`src/hdl/pcidr_pkg.sv`:
```
// Purpose: shared constants, types and state layout of the delayed-read bridge
// Assumes: cycle counts are in ref_clk periods, core periods are enable ticks
// Notes:   one 32-bit slot per interface register, core words are 16 bits
package pcidr_pkg;
  // ----------------------------------------------------------------
  // bus commands and address windows
  // ----------------------------------------------------------------
  localparam logic [3:0]  CMD_MEM_RD   = 4'h6;   // memory read
  localparam logic [3:0]  CMD_MEM_WR   = 4'h7;   // memory write
  localparam logic [3:0]  CMD_MWI      = 4'hf;   // write and invalidate
  localparam logic [16:0] REG_WIN_LAST = 17'h000fc; // core register window end
  localparam logic [16:0] IFREG_FIRST  = 17'h00800; // interface registers start
  localparam logic [16:0] IFREG_LAST   = 17'h0081c; // interface registers end
  localparam int unsigned IFREG_CNT    = 8;      // interface register count
  localparam logic [31:0] IFREG_RST    = 32'h0;  // interface register reset
  localparam int unsigned FLAG_NOT_EMPTY = 30;   // write queue holds data
  localparam int unsigned FLAG_OVERRUN   = 29;   // contention beyond limit
  localparam int unsigned ENH_CFG_BIT    = 14;   // core config bit, kept in core
  // ----------------------------------------------------------------
  // write queue geometry
  // ----------------------------------------------------------------
  localparam int unsigned FIFO_DEPTH = 16;       // one 16-Dword burst
  localparam int unsigned FIFO_AW    = 4;        // pointer width
  // ----------------------------------------------------------------
  // completion timing, bus clocks and core ticks
  // ----------------------------------------------------------------
  localparam logic [6:0] DW_PCI_MIN   = 7'h0d;   // 13 bus clocks
  localparam logic [6:0] DW_CORE_MIN  = 7'h0b;   // 11 core clocks
  localparam logic [6:0] DW_PCI_MAX   = 7'h10;   // 16 bus clocks
  localparam logic [6:0] DW_CORE_MAX  = 7'h0e;   // 14 core clocks
  localparam logic [6:0] SW_PCI_MIN   = 7'h08;   // 8 bus clocks
  localparam logic [6:0] SW_CORE_MIN  = 7'h05;   // 5 core clocks
  localparam logic [6:0] SW_PCI_MAX   = 7'h0a;   // 10 bus clocks
  localparam logic [6:0] SW_CORE_MAX  = 7'h06;   // 6 core clocks
  localparam logic [6:0] ZERO_PCI     = 7'h03;   // zero read, 3 bus clocks
  localparam logic [6:0] EXTRA_ENH_SW = 7'h03;   // contention, fast, 1 word
  localparam logic [6:0] EXTRA_ENH_DW = 7'h06;   // contention, fast, 2 words
  localparam logic [6:0] EXTRA_STD_SW = 7'h43;   // contention, slow, 1 word
  localparam logic [6:0] EXTRA_STD_DW = 7'h4a;   // contention, slow, 2 words
  // ----------------------------------------------------------------
  // enums and carriers
  // ----------------------------------------------------------------
  typedef enum logic [1:0] {
    RD_IDLE  = 2'h0,   // nothing queued
    RD_PRE   = 2'h1,   // bus-side setup
    RD_CORE  = 2'h2,   // core word accesses
    RD_READY = 2'h3    // data waits for the repeat
  } pcidr_rd_e;
  typedef enum logic [2:0] {
    RSP_NONE   = 3'h0,
    RSP_ACCEPT = 3'h1, // write taken
    RSP_RETRY  = 3'h2, // retry termination
    RSP_DATA   = 3'h3, // disconnect with data
    RSP_ABORT  = 3'h4  // target abort
  } pcidr_rsp_e;
  typedef struct packed {
    logic        valid;   // held until done
    logic [3:0]  cmd;     // bus command
    logic        bar1;    // 0 core memory, 1 register region
    logic [16:0] off;     // byte offset in region
    logic [3:0]  byte_lane_enables_n; // active low lanes
    logic [31:0] wdata;
  } pcidr_req_s;
  typedef struct packed {
    logic        done;    // one-cycle end of transaction
    pcidr_rsp_e  kind;
    logic [31:0] rdata;
  } pcidr_rsp_s;
  typedef struct packed {
    logic        req;     // access active
    logic        write;
    logic        is_reg;
    logic [15:0] addr;    // word address
    logic [15:0] wdata;
  } pcidr_core_s;
  typedef struct packed {
    logic        is_reg;
    logic [15:0] addr;    // low word address
    logic        we_lo;
    logic        we_hi;
    logic [31:0] data;
  } pcidr_ent_s;
  typedef struct packed {
    logic        valid;
    logic        bar1;
    logic [14:0] dwa;     // Dword offset
    logic [3:0]  be_n;
    logic        dw;      // two-word read
    logic        hi_only; // upper word only
  } pcidr_pend_s;
  typedef struct packed {
    logic [FIFO_AW-1:0] wp;
    logic [FIFO_AW-1:0] rp;
    logic [FIFO_AW:0]   cnt;
  } pcidr_fifo_st_s;
  typedef struct packed {
    pcidr_rd_e   rd;
    logic [6:0]  cnt;     // setup clocks or word ticks
    logic [6:0]  stall;   // ticks lost to contention
    logic        hi;      // word in progress
    pcidr_pend_s pend;
    logic [31:0] rdata;
    pcidr_rsp_s  rsp;
    logic [6:0]  zcnt;    // zero read clocks
    logic        overrun;
    logic        drain_hi;
    logic [IFREG_CNT-1:0][31:0] ifreg;
  } pcidr_st_s;
endpackage : pcidr_pkg

```
`src/hdl/pcidr_wfifo.sv`:
```
// Purpose: write queue between the bus side and the core drain
// Assumes: one push and one pop per clock at most
// Notes:   storage holds no reset, only pointers and fill count do
`timescale 1ns/1ps
module pcidr_wfifo (
  input  wire logic              ref_clk,
  input  wire logic              arst_n,
  input  wire logic              clk_en,
  input  wire logic              in_valid,
  output logic                   in_ready,
  input  wire pcidr_pkg::pcidr_ent_s in_data,
  output logic                   out_valid,
  input  wire logic              out_ready,
  output pcidr_pkg::pcidr_ent_s  out_data
);
  pcidr_pkg::pcidr_fifo_st_s s_reg;   // pointers and fill
  pcidr_pkg::pcidr_fifo_st_s s_next;
  pcidr_pkg::pcidr_ent_s mem [pcidr_pkg::FIFO_DEPTH]; // entry storage
  logic push;
  logic pop;

  // honest full and empty from the fill count
  assign in_ready  = (s_reg.cnt != (pcidr_pkg::FIFO_AW+1)'(pcidr_pkg::FIFO_DEPTH));
  assign out_valid = (s_reg.cnt != '0);
  assign out_data  = mem[s_reg.rp];
  assign push      = in_valid && in_ready;
  assign pop       = out_valid && out_ready;

  // ----------------------------------------------------------------
  // pointer update
  // ----------------------------------------------------------------
  always_comb
  begin
    s_next = s_reg;
    if (push)
    begin
      s_next.wp = s_reg.wp + 1'b1;
    end
    if (pop)
    begin
      s_next.rp = s_reg.rp + 1'b1;
    end
    s_next.cnt = s_reg.cnt + {4'h0, push} - {4'h0, pop};
  end

  // state register, frozen with clk_en low
  always_ff @(posedge ref_clk or negedge arst_n)
  begin
    if (!arst_n)
    begin
      s_reg <= '0;
    end
    else if (clk_en)
    begin
      s_reg <= s_next;
    end
  end

  // storage write, no reset needed
  always_ff @(posedge ref_clk)
  begin
    if (clk_en && push)
    begin
      mem[s_reg.wp] <= in_data;
    end
  end
endmodule : pcidr_wfifo

```
`src/hdl/pcidr_bridge.sv`:
```
// Purpose: bus target with write queue and delayed reads toward a 16-bit core
// Assumes: master holds req.valid until rsp.done and drops it the next edge
// Notes:   core clock arrives as a tick enable, contention as grant low
`timescale 1ns/1ps
// Contract
// - double-word memory read: at least 13+11 clocks
// - uncontested double-word read: at most 16+14 clocks
// - single word or register read: 8+5 to 10+6
// - empty or upper-register read: three clocks, zeroes
// - fast access option adds 3 or 6 ticks
// - slow access adds 67 or 74 ticks
// - core memory and register writes enter queue
// - interface register writes bypass queue directly
// - accept 16 Dword burst when room exists
// - single byte in memory word: target abort
// - single byte in register word: target abort
// - register upper-word-only writes change nothing
// - write-and-invalidate behaves as plain write
// - queue read only if empty, none pending
// - otherwise answer retry, queue nothing
// - repeats retried until data, then disconnect
// - queue-not-empty flag at bit 30
module pcidr_bridge (
  input  wire logic                  ref_clk,
  input  wire logic                  arst_n,
  input  wire logic                  clk_en,
  input  wire pcidr_pkg::pcidr_req_s req,
  output pcidr_pkg::pcidr_rsp_s      rsp,
  input  wire logic                  terminal_core_clock,   // core tick
  input  wire logic                  core_grant,
  input  wire logic                  enhanced_host_access,
  input  wire logic [15:0]           core_rdata,
  output pcidr_pkg::pcidr_core_s     core
);
  // ----------------------------------------------------------------
  // declarations
  // ----------------------------------------------------------------
  pcidr_pkg::pcidr_st_s  s_reg;     // all state
  pcidr_pkg::pcidr_st_s  s_next;
  pcidr_pkg::pcidr_ent_s push_ent;  // entry being written
  pcidr_pkg::pcidr_ent_s head;      // oldest entry
  logic       push;
  logic       room;
  logic       head_vld;
  logic       pop;
  logic       take;                 // request seen this cycle
  logic       is_wr;
  logic       is_ifr;
  logic       is_creg;
  logic       is_mem;
  logic [3:0] be;                   // active-high lanes
  logic       drain;                // queue owns the core
  logic       step;                 // core tick with grant
  logic       half_hi;              // drain word select
  logic       match;

  // one byte alone in either word
  function automatic logic partial(input logic [3:0] b);
    partial = (b[1] ^ b[0]) | (b[3] ^ b[2]);
  endfunction : partial

  // ----------------------------------------------------------------
  // decode
  // ----------------------------------------------------------------
  assign take   = req.valid && !s_reg.rsp.done;
  assign is_wr  = (req.cmd == pcidr_pkg::CMD_MEM_WR)
               || (req.cmd == pcidr_pkg::CMD_MWI);
  assign be     = ~req.byte_lane_enables_n;
  assign is_ifr = req.bar1 && (req.off >= pcidr_pkg::IFREG_FIRST)
               && (req.off <= pcidr_pkg::IFREG_LAST);
  assign is_creg = req.bar1 && (req.off <= pcidr_pkg::REG_WIN_LAST);
  assign is_mem  = !req.bar1;
  assign match   = s_reg.pend.valid && (s_reg.pend.bar1 == req.bar1)
                && (s_reg.pend.dwa == req.off[16:2])
                && (s_reg.pend.be_n == req.byte_lane_enables_n);
  assign step    = terminal_core_clock && core_grant;
  assign drain   = head_vld && ((s_reg.rd == pcidr_pkg::RD_IDLE)
                || (s_reg.rd == pcidr_pkg::RD_READY));
  assign half_hi = s_reg.drain_hi || !head.we_lo;
  assign pop     = drain && step && (half_hi || !head.we_hi);

  // upper lanes never reach a core register
  always_comb
  begin
    push_ent.is_reg = is_creg;
    push_ent.addr   = is_creg ? {10'h0, req.off[7:2]} : {req.off[16:2], 1'b0};
    push_ent.we_lo  = (be[1:0] != 2'h0);
    push_ent.we_hi  = (be[3:2] != 2'h0) && !is_creg;
    push_ent.data   = req.wdata;
  end

  // ----------------------------------------------------------------
  // write queue
  // ----------------------------------------------------------------
  pcidr_wfifo u_wfifo (
    .ref_clk   (ref_clk),
    .arst_n    (arst_n),
    .clk_en    (clk_en),
    .in_valid  (push),
    .in_ready  (room),
    .in_data   (push_ent),
    .out_valid (head_vld),
    .out_ready (pop),
    .out_data  (head)
  );

  // core port from flops; a read never overlaps the drain
  always_comb
  begin
    core = '0;
    if (s_reg.rd == pcidr_pkg::RD_CORE)
    begin
      core.req    = 1'b1;
      core.is_reg = s_reg.pend.bar1;
      core.addr   = s_reg.pend.bar1 ? {10'h0, s_reg.pend.dwa[5:0]}
                                    : {s_reg.pend.dwa, s_reg.hi};
    end
    else if (drain)
    begin
      core.req    = 1'b1;
      core.write  = 1'b1;
      core.is_reg = head.is_reg;
      core.addr   = head.addr | {15'h0, half_hi};
      core.wdata  = half_hi ? head.data[31:16] : head.data[15:0];
    end
  end
  assign rsp = s_reg.rsp;

  // ----------------------------------------------------------------
  // next state
  // ----------------------------------------------------------------
  always_comb
  begin
    s_next          = s_reg;
    s_next.rsp.done = 1'b0;
    s_next.rsp.kind = pcidr_pkg::RSP_NONE;
    push            = 1'b0;
    // drain bookkeeping
    if (drain && step)
    begin
      s_next.drain_hi = !pop;
    end
    // delayed read engine
    unique case (s_reg.rd)
      pcidr_pkg::RD_IDLE: ;
      pcidr_pkg::RD_PRE:
      begin
        s_next.cnt = s_reg.cnt + 7'h01;
        if (s_reg.cnt == (s_reg.pend.dw ? pcidr_pkg::DW_PCI_MIN : pcidr_pkg::SW_PCI_MIN)
                         - 7'h01)
        begin
          s_next.rd  = pcidr_pkg::RD_CORE;
          s_next.cnt = 7'h00;
        end
      end
      pcidr_pkg::RD_CORE:
      begin
        if (terminal_core_clock && !core_grant)
        begin
          s_next.stall = s_reg.stall + 7'h01;
          // contention ceiling depends on the access option
          if (s_reg.stall >= (enhanced_host_access
              ? (s_reg.pend.dw ? pcidr_pkg::EXTRA_ENH_DW : pcidr_pkg::EXTRA_ENH_SW)
              : (s_reg.pend.dw ? pcidr_pkg::EXTRA_STD_DW : pcidr_pkg::EXTRA_STD_SW)))
          begin
            s_next.overrun = 1'b1;
          end
        end
        if (step)
        begin
          s_next.cnt = s_reg.cnt + 7'h01;
          // first word 5 ticks, second word the rest of 11
          if (s_reg.cnt == (s_reg.hi && s_reg.pend.dw
              ? pcidr_pkg::DW_CORE_MIN - pcidr_pkg::SW_CORE_MIN
              : pcidr_pkg::SW_CORE_MIN) - 7'h01)
          begin
            s_next.cnt = 7'h00;
            if (s_reg.hi)
            begin
              s_next.rdata[31:16] = core_rdata;
            end
            else
            begin
              s_next.rdata[15:0] = core_rdata;
            end
            if (s_reg.pend.dw && !s_reg.hi)
            begin
              s_next.hi = 1'b1;
            end
            else
            begin
              s_next.rd = pcidr_pkg::RD_READY;
            end
          end
        end
      end
      pcidr_pkg::RD_READY: ;
    endcase
    // bus request
    if (take)
    begin
      s_next.rsp.done  = 1'b1;
      s_next.rsp.rdata = 32'h0;
      if (is_wr && is_ifr)
      begin
        // direct register write, status bits not stored, a one at bit 29 clears overrun outside RD_CORE
        for (int b = 0; b < 4; b++)
        begin
          if (be[b])
          begin
            s_next.ifreg[req.off[4:2]][b*8 +: 8] = req.wdata[b*8 +: 8];
          end
        end
        s_next.ifreg[req.off[4:2]][pcidr_pkg::FLAG_NOT_EMPTY] = 1'b0;
        s_next.ifreg[req.off[4:2]][pcidr_pkg::FLAG_OVERRUN]   = 1'b0;
        if ((req.off[4:2] == 3'h0) && req.wdata[pcidr_pkg::FLAG_OVERRUN] && be[3]
            && !s_next.overrun)
        begin
          s_next.overrun = 1'b0;
        end
        else if ((req.off[4:2] == 3'h0) && req.wdata[pcidr_pkg::FLAG_OVERRUN] && be[3]
                 && s_reg.rd != pcidr_pkg::RD_CORE)
        begin
          s_next.overrun = 1'b0;
        end
        s_next.rsp.kind = pcidr_pkg::RSP_ACCEPT;
      end
      else if (is_wr && (is_mem || is_creg))
      begin
        if (partial(be))
        begin
          s_next.rsp.kind = pcidr_pkg::RSP_ABORT;
        end
        else if (!room)
        begin
          s_next.rsp.kind = pcidr_pkg::RSP_RETRY;
        end
        else
        begin
          push = push_ent.we_lo || push_ent.we_hi;
          s_next.rsp.kind = pcidr_pkg::RSP_ACCEPT;
        end
      end
      else if (!is_wr && req.cmd == pcidr_pkg::CMD_MEM_RD && is_ifr)
      begin
        s_next.rsp.rdata = s_reg.ifreg[req.off[4:2]];
        if (req.off[4:2] == 3'h0)
        begin
          s_next.rsp.rdata[pcidr_pkg::FLAG_NOT_EMPTY] = head_vld;
          s_next.rsp.rdata[pcidr_pkg::FLAG_OVERRUN]   = s_reg.overrun;
        end
        s_next.rsp.kind = pcidr_pkg::RSP_DATA;
      end
      else if (!is_wr && req.cmd == pcidr_pkg::CMD_MEM_RD && is_creg && partial(be))
      begin
        s_next.rsp.kind = pcidr_pkg::RSP_ABORT;
      end
      else if (!is_wr && req.cmd == pcidr_pkg::CMD_MEM_RD && (is_mem || is_creg)
               && (be == 4'h0 || (is_creg && be[1:0] == 2'h0)))
      begin
        // zero read: hold the master for three clocks
        s_next.zcnt     = s_reg.zcnt + 7'h01;
        s_next.rsp.done = (s_reg.zcnt == pcidr_pkg::ZERO_PCI - 7'h01);
        if (s_next.rsp.done)
        begin
          s_next.zcnt     = 7'h00;
          s_next.rsp.kind = pcidr_pkg::RSP_DATA;
        end
      end
      else if (!is_wr && req.cmd == pcidr_pkg::CMD_MEM_RD && (is_mem || is_creg))
      begin
        s_next.rsp.kind = pcidr_pkg::RSP_RETRY;
        if (match && s_reg.rd == pcidr_pkg::RD_READY)
        begin
          s_next.rsp.kind  = pcidr_pkg::RSP_DATA;
          s_next.rsp.rdata = s_reg.rdata;
          s_next.pend      = '0;
          s_next.rd        = pcidr_pkg::RD_IDLE;
        end
        else if (!s_reg.pend.valid && !head_vld && s_reg.rd == pcidr_pkg::RD_IDLE)
        begin
          s_next.pend.valid   = 1'b1;
          s_next.pend.bar1    = req.bar1;
          s_next.pend.dwa     = req.off[16:2];
          s_next.pend.be_n    = req.byte_lane_enables_n;
          s_next.pend.dw      = is_mem && (be[1:0] != 2'h0) && (be[3:2] != 2'h0);
          s_next.pend.hi_only = is_mem && (be[1:0] == 2'h0);
          s_next.hi           = is_mem && (be[1:0] == 2'h0);
          s_next.rd           = pcidr_pkg::RD_PRE;
          s_next.cnt          = 7'h00;
          s_next.stall        = 7'h00;
          s_next.rdata        = 32'h0;
        end
      end
      else
      begin
        s_next.rsp.kind = pcidr_pkg::RSP_ABORT; // unmapped or unknown command
      end
    end
  end

  // state register, frozen with clk_en low
  always_ff @(posedge ref_clk or negedge arst_n)
  begin
    if (!arst_n)
    begin
      s_reg       <= '0;
      s_reg.ifreg <= {pcidr_pkg::IFREG_CNT{pcidr_pkg::IFREG_RST}};
    end
    else if (clk_en)
    begin
      s_reg <= s_next;
    end
  end

  logic [7:0] hl_pre;   // setup clocks of the current read
  logic [7:0] hl_tick;  // granted ticks of the current read
  always_ff @(posedge ref_clk or negedge arst_n)
  begin
    if (!arst_n)
    begin
      hl_pre  <= 8'h00;
      hl_tick <= 8'h00;
    end
    else if (clk_en && s_next.rd == pcidr_pkg::RD_PRE && s_reg.rd == pcidr_pkg::RD_IDLE)
    begin
      hl_pre  <= 8'h00;
      hl_tick <= 8'h00;
    end
    else if (clk_en)
    begin
      hl_pre  <= hl_pre + {7'h0, s_reg.rd == pcidr_pkg::RD_PRE};
      hl_tick <= hl_tick + {7'h0, s_reg.rd == pcidr_pkg::RD_CORE && step};
    end
  end
endmodule : pcidr_bridge

```
`config.mk`:
```
export PLATFORM = sky130hd
export DESIGN_NAME = pcidr_bridge
export DESIGN_NICKNAME = d
export VERILOG_FILES = /design/src/hdl/pcidr_pkg.sv /design/src/hdl/pcidr_wfifo.sv /design/src/hdl/pcidr_bridge.sv
export SDC_FILE = /design/constraint.sdc
export NUM_CORES = 2
export LEC_CHECK = 0
export BUFFER_PORTS_ARGS = -buffer_cell sky130_fd_sc_hd__buf_4
export CAP_MARGIN = 15
export CORE_MARGIN = 2
export CORE_UTILIZATION = 55
export CTS_BUF_LIST = sky130_fd_sc_hd__clkbuf_4 sky130_fd_sc_hd__clkbuf_8
export DETAILED_ROUTE_END_ITERATION = 10
export GPL_TIMING_DRIVEN = 0
export PLACE_DENSITY = 0.78
export SLEW_MARGIN = 20
export SYNTH_ARGS = -nofsm -noshare
export SYNTH_HDL_FRONTEND = slang
export SYNTH_SLANG_ARGS = --single-unit
export TNS_END_PERCENT = 10
```
`constraint.sdc`:
```
create_clock -name ref_clk -period 6.95 [get_ports ref_clk]
set_input_delay 2.085 -clock ref_clk [delete_from_list [all_inputs] [get_ports ref_clk]]
set_output_delay 2.085 -clock ref_clk [all_outputs]
set_load 0.05 [all_outputs]
```
Word-level counts from Yosys, hierarchy flattened
Memory sizes are Yosys's and may differ from the RTL's.
Cells that the tools add are included.

word-level totals
  register bits after elaboration = 386
  memory bits (writable) = 816
  output and inout bits = 71
  memories = 1

memories
  memory       words  width  read ports  clocked after Yosys merged registers in  write ports  RTL line           source
  u_wfifo.mem  16     51     1           0                                        1            pcidr_wfifo.sv:18  pcidr_pkg::pcidr_ent_s mem [pcidr_pkg::FIFO_DEPTH];

cells by class
  $add $sub $neg = 9
  $lt $le $gt $ge = 6
  equal/unequal tests = 14
  mux-type cells = 103
  bitwise logic cells = 14
  reductions and logical operators = 72

operator list
  operator                                      count
  two-way mux 256 bit                           12
  bitwise mux 256 bit                           4
  demux 32 bit (select 3 bit)                   6
  AND 256 bit                                   2
  NOT 256 bit                                   2
  two-way mux 73 bit                            4
  two-way mux 32 bit                            8
  two-way mux 72 bit                            3
  two-way mux 39 bit                            3
  two-way mux 116 bit                           1
  two-way mux 16 bit                            7
  binary-select mux 32 bit (select 3 bit)       1
  two-way mux 35 bit                            2
  logical AND 1 bit                             38
  two-way mux 7 bit                             5
  two-way mux 33 bit                            1
  two-way mux 31 bit                            1
  two-way mux 30 bit                            1
  two-way mux 9 bit                             3
  two-way mux 24 bit                            1
  two-way mux 3 bit                             8
  two-way mux 23 bit                            1
  adder 7 x 1 -> 7 bit (second input constant)  3
  two-way mux 1 bit                             19
  44 further kinds                              82

Depth between registers and ports, before layout
  depth in word-level cells = 22
  mapped depth = 18

Hierarchy
Synthesis repeated with hierarchy kept, for this count alone.

unflattened totals
  cells, all modules = 2909
  area, all modules = 49503.7 sq um

by module, submodules not included
  module        instances  cells each  area each (sq um)  sequential area each (sq um)
  pcidr_wfifo   1          1342        31393.9            24828.8
  pcidr_bridge  1          1567        18109.9            9258.9

Worst setup path before layout
OpenSTA, ideal clock, no wires.

  path type = input -> register
  from = input port req[32] (netlist name)
  to = memory u_wfifo.mem[3][0] (netlist name) (enable)
  library setup time = 0.587 ns
  arrival = 8.449 ns
  slack = -2.086 ns
  cell stages on the path = 7
  path through = ha_1 > inv_1 > o21ai_0 > o21ba_2 > nor4_1 > clkbuf_1 > nor4bb_1

RTL lines
  element          RTL line            source
  start, declared  pcidr_bridge.sv:27  input wire pcidr_pkg::pcidr_req_s req,
  end, declared    pcidr_wfifo.sv:18

==> impl_metrics.tcl <==
set metrics [dict create \
    synth-seq-cells 1199 \
    dieArea_um2 92100 \
    grtUsageMet1_pct 41.1 \
    met3_usage_pct 8.50 \
    antenna_found_initial 19 \
    dr.pass1.iters 9 \
    hold_start "s_reg[312]$_DFFE_PN0P_" \
    cts_tree "done" \
    layout.cells.non_filler 4527 \
    grt_usage_pct 30.7 \
    fillCellCount 5970 \
    io-pin-count 152 \
    seq_area_um2 34100 \
    syn_nets 2951 \
    ir_drop_v 0.000204 \
    synth.area.top_cells "edfxtp_1 (50%), dfrtp_1 (19%), mux4_2 (7.4%)" \
    yosysWarnings 0 \
    fin_nets 3310 \
    via_per_inst 6.60 \
    wl_per_cell_um 31.0 \
    detail_route.iter0.violations 4233 \
    largest_reg_flops 816 \
    synth_edf_count 816 \
    area_growth_pct 14.6 \
    postCtsHoldBufs 0 \
    power.total_mw 19.9 \
    slew_viol_final 0 \
    sw_frac_of_total_pct 33.9 \
    fp-row-count 109 \
    path_max_fanout 10 \
    htree_num_levels 4 \
    die_w_um 303 \
    drc 4 \
    start_util_pct 55.6 \
    worst_setup_path_start_kind "flop" \
    cp.arrival_ns 4.84 \
    slew_headroom_pct 22.6 \
    multi_input_area_um2 14200 \
    cts.sinks 1199 \
    synth_area_um2 49300 \
    clockPowerShare_pct 31.0 \
    cts_root_buf "clkbuf_8" \
    dp_hpwl_um 91600 \
    rsz0062_at_grt "false" \
    hold_class "reg -> reg" \
    power.density_nw_per_um2 352 \
    setup_viol 0 \
    grt_start_max_net_pins 102 \
    post-route-period-util_pct 99.6 \
    post_synth.cell_area_avg_um2 17.4 \
    p_comb_share_pct 30.1 \
    grt.busiest_layer "met2" \
    ys_seq_area_share_pct 69.1 \
    synth_top_area_cell "edfxtp_1" \
    hold_violations 0 \
    finClkSkew_ns 0.0394 \
    worst-setup-path-type "reg -> out" \
    gr-usage-met2_pct 47.8 \
    synthCells 2843 \
    status "complete, but fails checks" \
    timing.fmax_ghz 0.144 \
    drtAntennaViolNets 0 \
    clkTransAtPathRegs_ns 0.06 \
    cp.required_ns 4.87 \
    max-clock-path-buffers 3 \
    vias 29900 \
    synth_top_area_share_pct 49.7 \
    synth-main-ff-cell "edfxtp_1" \
    dp.cells 4183 \
    r2r-start "u_wfifo.s_reg[8]$_DFFE_PN0P_" \
    wl_um 141000 \
    drv_cap 0 \
    p_leak_nw 22.1 \
    setup.worst_path.start "u_wfifo.s_reg[7]$_DFFE_PN0P_" \
    die_y_um 303 \
    critPathCaptureType "output pin" \
    async_flop_share_pct 31.9 \
    cts_buffers 184 \
    power.switching_mw 6.74 \
    grt_overflow 0 \
    final.min_clock_period_ns 6.92 \
    sequentialPowerShare_pct 38.9 \
    final_cell_mix "edfxtp_1 (816), dfrtp_1 (383), mux2_2 (245)" \
    port-buffer-count 149 \
    grt_pass1_vias 29900 \
    layout-drive-gt1-share_pct 32.0 \
    internal-power_mw 13.2 \
    worstMarginPinSlew_ns 1.15 \
    core_area_um2 88600 \
    place_congestion 0.946 \
    post-route-util_pct 63.8 \
    grt_pass1_wl_um 201000 \
    worstSkewPairLatency_ns 0.86 \
    violations "design-rule violations" \
    final_common_cell "edfxtp_1" \
    ys_types 82 \
]
stage by stage:
step | worst slack, ns | area, um^2 | hold WS (ns) | setup TNS [ns]
2_1_floorplan | 1.20 | 49300 | 0.447 | 0
3_3_place_gp | -1.48 | 51900 | 0.463 | -540.28
3_5_place_dp | 0.579 | 52600 | 0.473 | 0
4_1_cts | 0.0697 | 56500 | 0.483 | 0
5_1_grt | 0.0638 | 56500 | 0.503 | 0
6_report | 0.0281 | 56500 | 0.486 | 0
logic make-up after synthesis:
kind of cell             after synthesis  share of synthesized area [%]
flip-flops                          1199                           69.1
multiplexers                         550                           15.9
buffers and inverters                226                           2.24
AO/OA/AOI/OAI                        481                           7.18
XOR/XNOR                              38                          0.675
adder cells (fa/ha/maj)               27                          0.700
AND/OR/NAND/NOR                      322                           4.22
layout make-up:
| class | count | share of cell area (%) |
|---|---|---|
| sequential | 1199 | 60.3 |
| multi-input combinational | 1418 | 25.2 |
| clock buffer | 281 | 6.07 |
| timing repair buffer | 175 | 2.97 |
| tap | 1165 | 2.58 |
| buffer | 198 | 1.79 |
| clock inverter | 58 | 0.916 |
| inverter | 26 | 0.173 |
| antenna | 7 | 0.0310 |
metal layers:
layer / part of all wire [%] / up-vias
met2: 47 / 2126
met4: 4.5 / 18
met1: 37 / 15200
met5: 0.085 / -
li1: - / 12100
met3: 12 / 384
synth_stat cells (all sizes together) (8+ instances only):
library cell	number
a211o	9
a21o	42
a21oi	42
a221oi	25
a22o	92
and2	22
and3	17
buf	109
clkbuf	91
dfrtp	383
edfxtp	816
ha	26
inv	24
mux2	248
mux2i	141
mux4	161
nand2	70
nand2b	14
nand3	11
nand4	9
nor2	74
nor3	26
nor4	35
o21ai	34
o221ai	49
o22a	12
o22ai	129
o32ai	8
xnor2	14
xor2	24
worst max-delay path, stage by stage, from the launching register on:
cell      delay [ns]
dfrtp_1         0.38
clkbuf_1        0.75
nand2_1         0.47
clkbuf_1        0.47
o221ai_1        0.36
o22ai_1         0.14
a21oi_1         0.48
mux2i_1         0.19
nor2_1          0.42
buf_4           0.29
power by group through the flow:
stage | Combinational [mW] | Clock (mW) | Sequential, mW
final | 5.99 | 6.17 | 7.75
after CTS | 5.93 | 6.21 | 7.74
after global placement | 5.78 | 0 | 7.88
after global routing | 6.18 | 6.51 | 7.75
after detailed placement | 5.90 | 0 | 7.88
after floorplan | 3.81 | 0 | 7.87
repair_timing:
| item | 4_1_cts | 5_1_grt |
|---|---|---|
| setup endpoints to repair | 4 | 4 |
| gates resized for setup | 2 | 1 |
| endpoints found under the hold margin | 0 | 0 |
| buffers inserted | 0 | 0 |
final timing paths:
kind,end,slack [ns],cells after the start
worst min register to register,rsp[11]$_DFFE_PN0P_,0.49,1
min in group asynchronous,rsp[2]$_DFFE_PN0P_,1.14,1
worst min-delay path,rsp[11]$_DFFE_PN0P_,0.49,1
worst max register to register,u_wfifo.s_reg[4]$_DFFE_PN0P_,1.81,17
max in group asynchronous,s_reg[18]$_DFFE_PN0P_,4.50,3
worst max-delay path,core[4],0.03,9
Power figures use the tool's default switching activity.
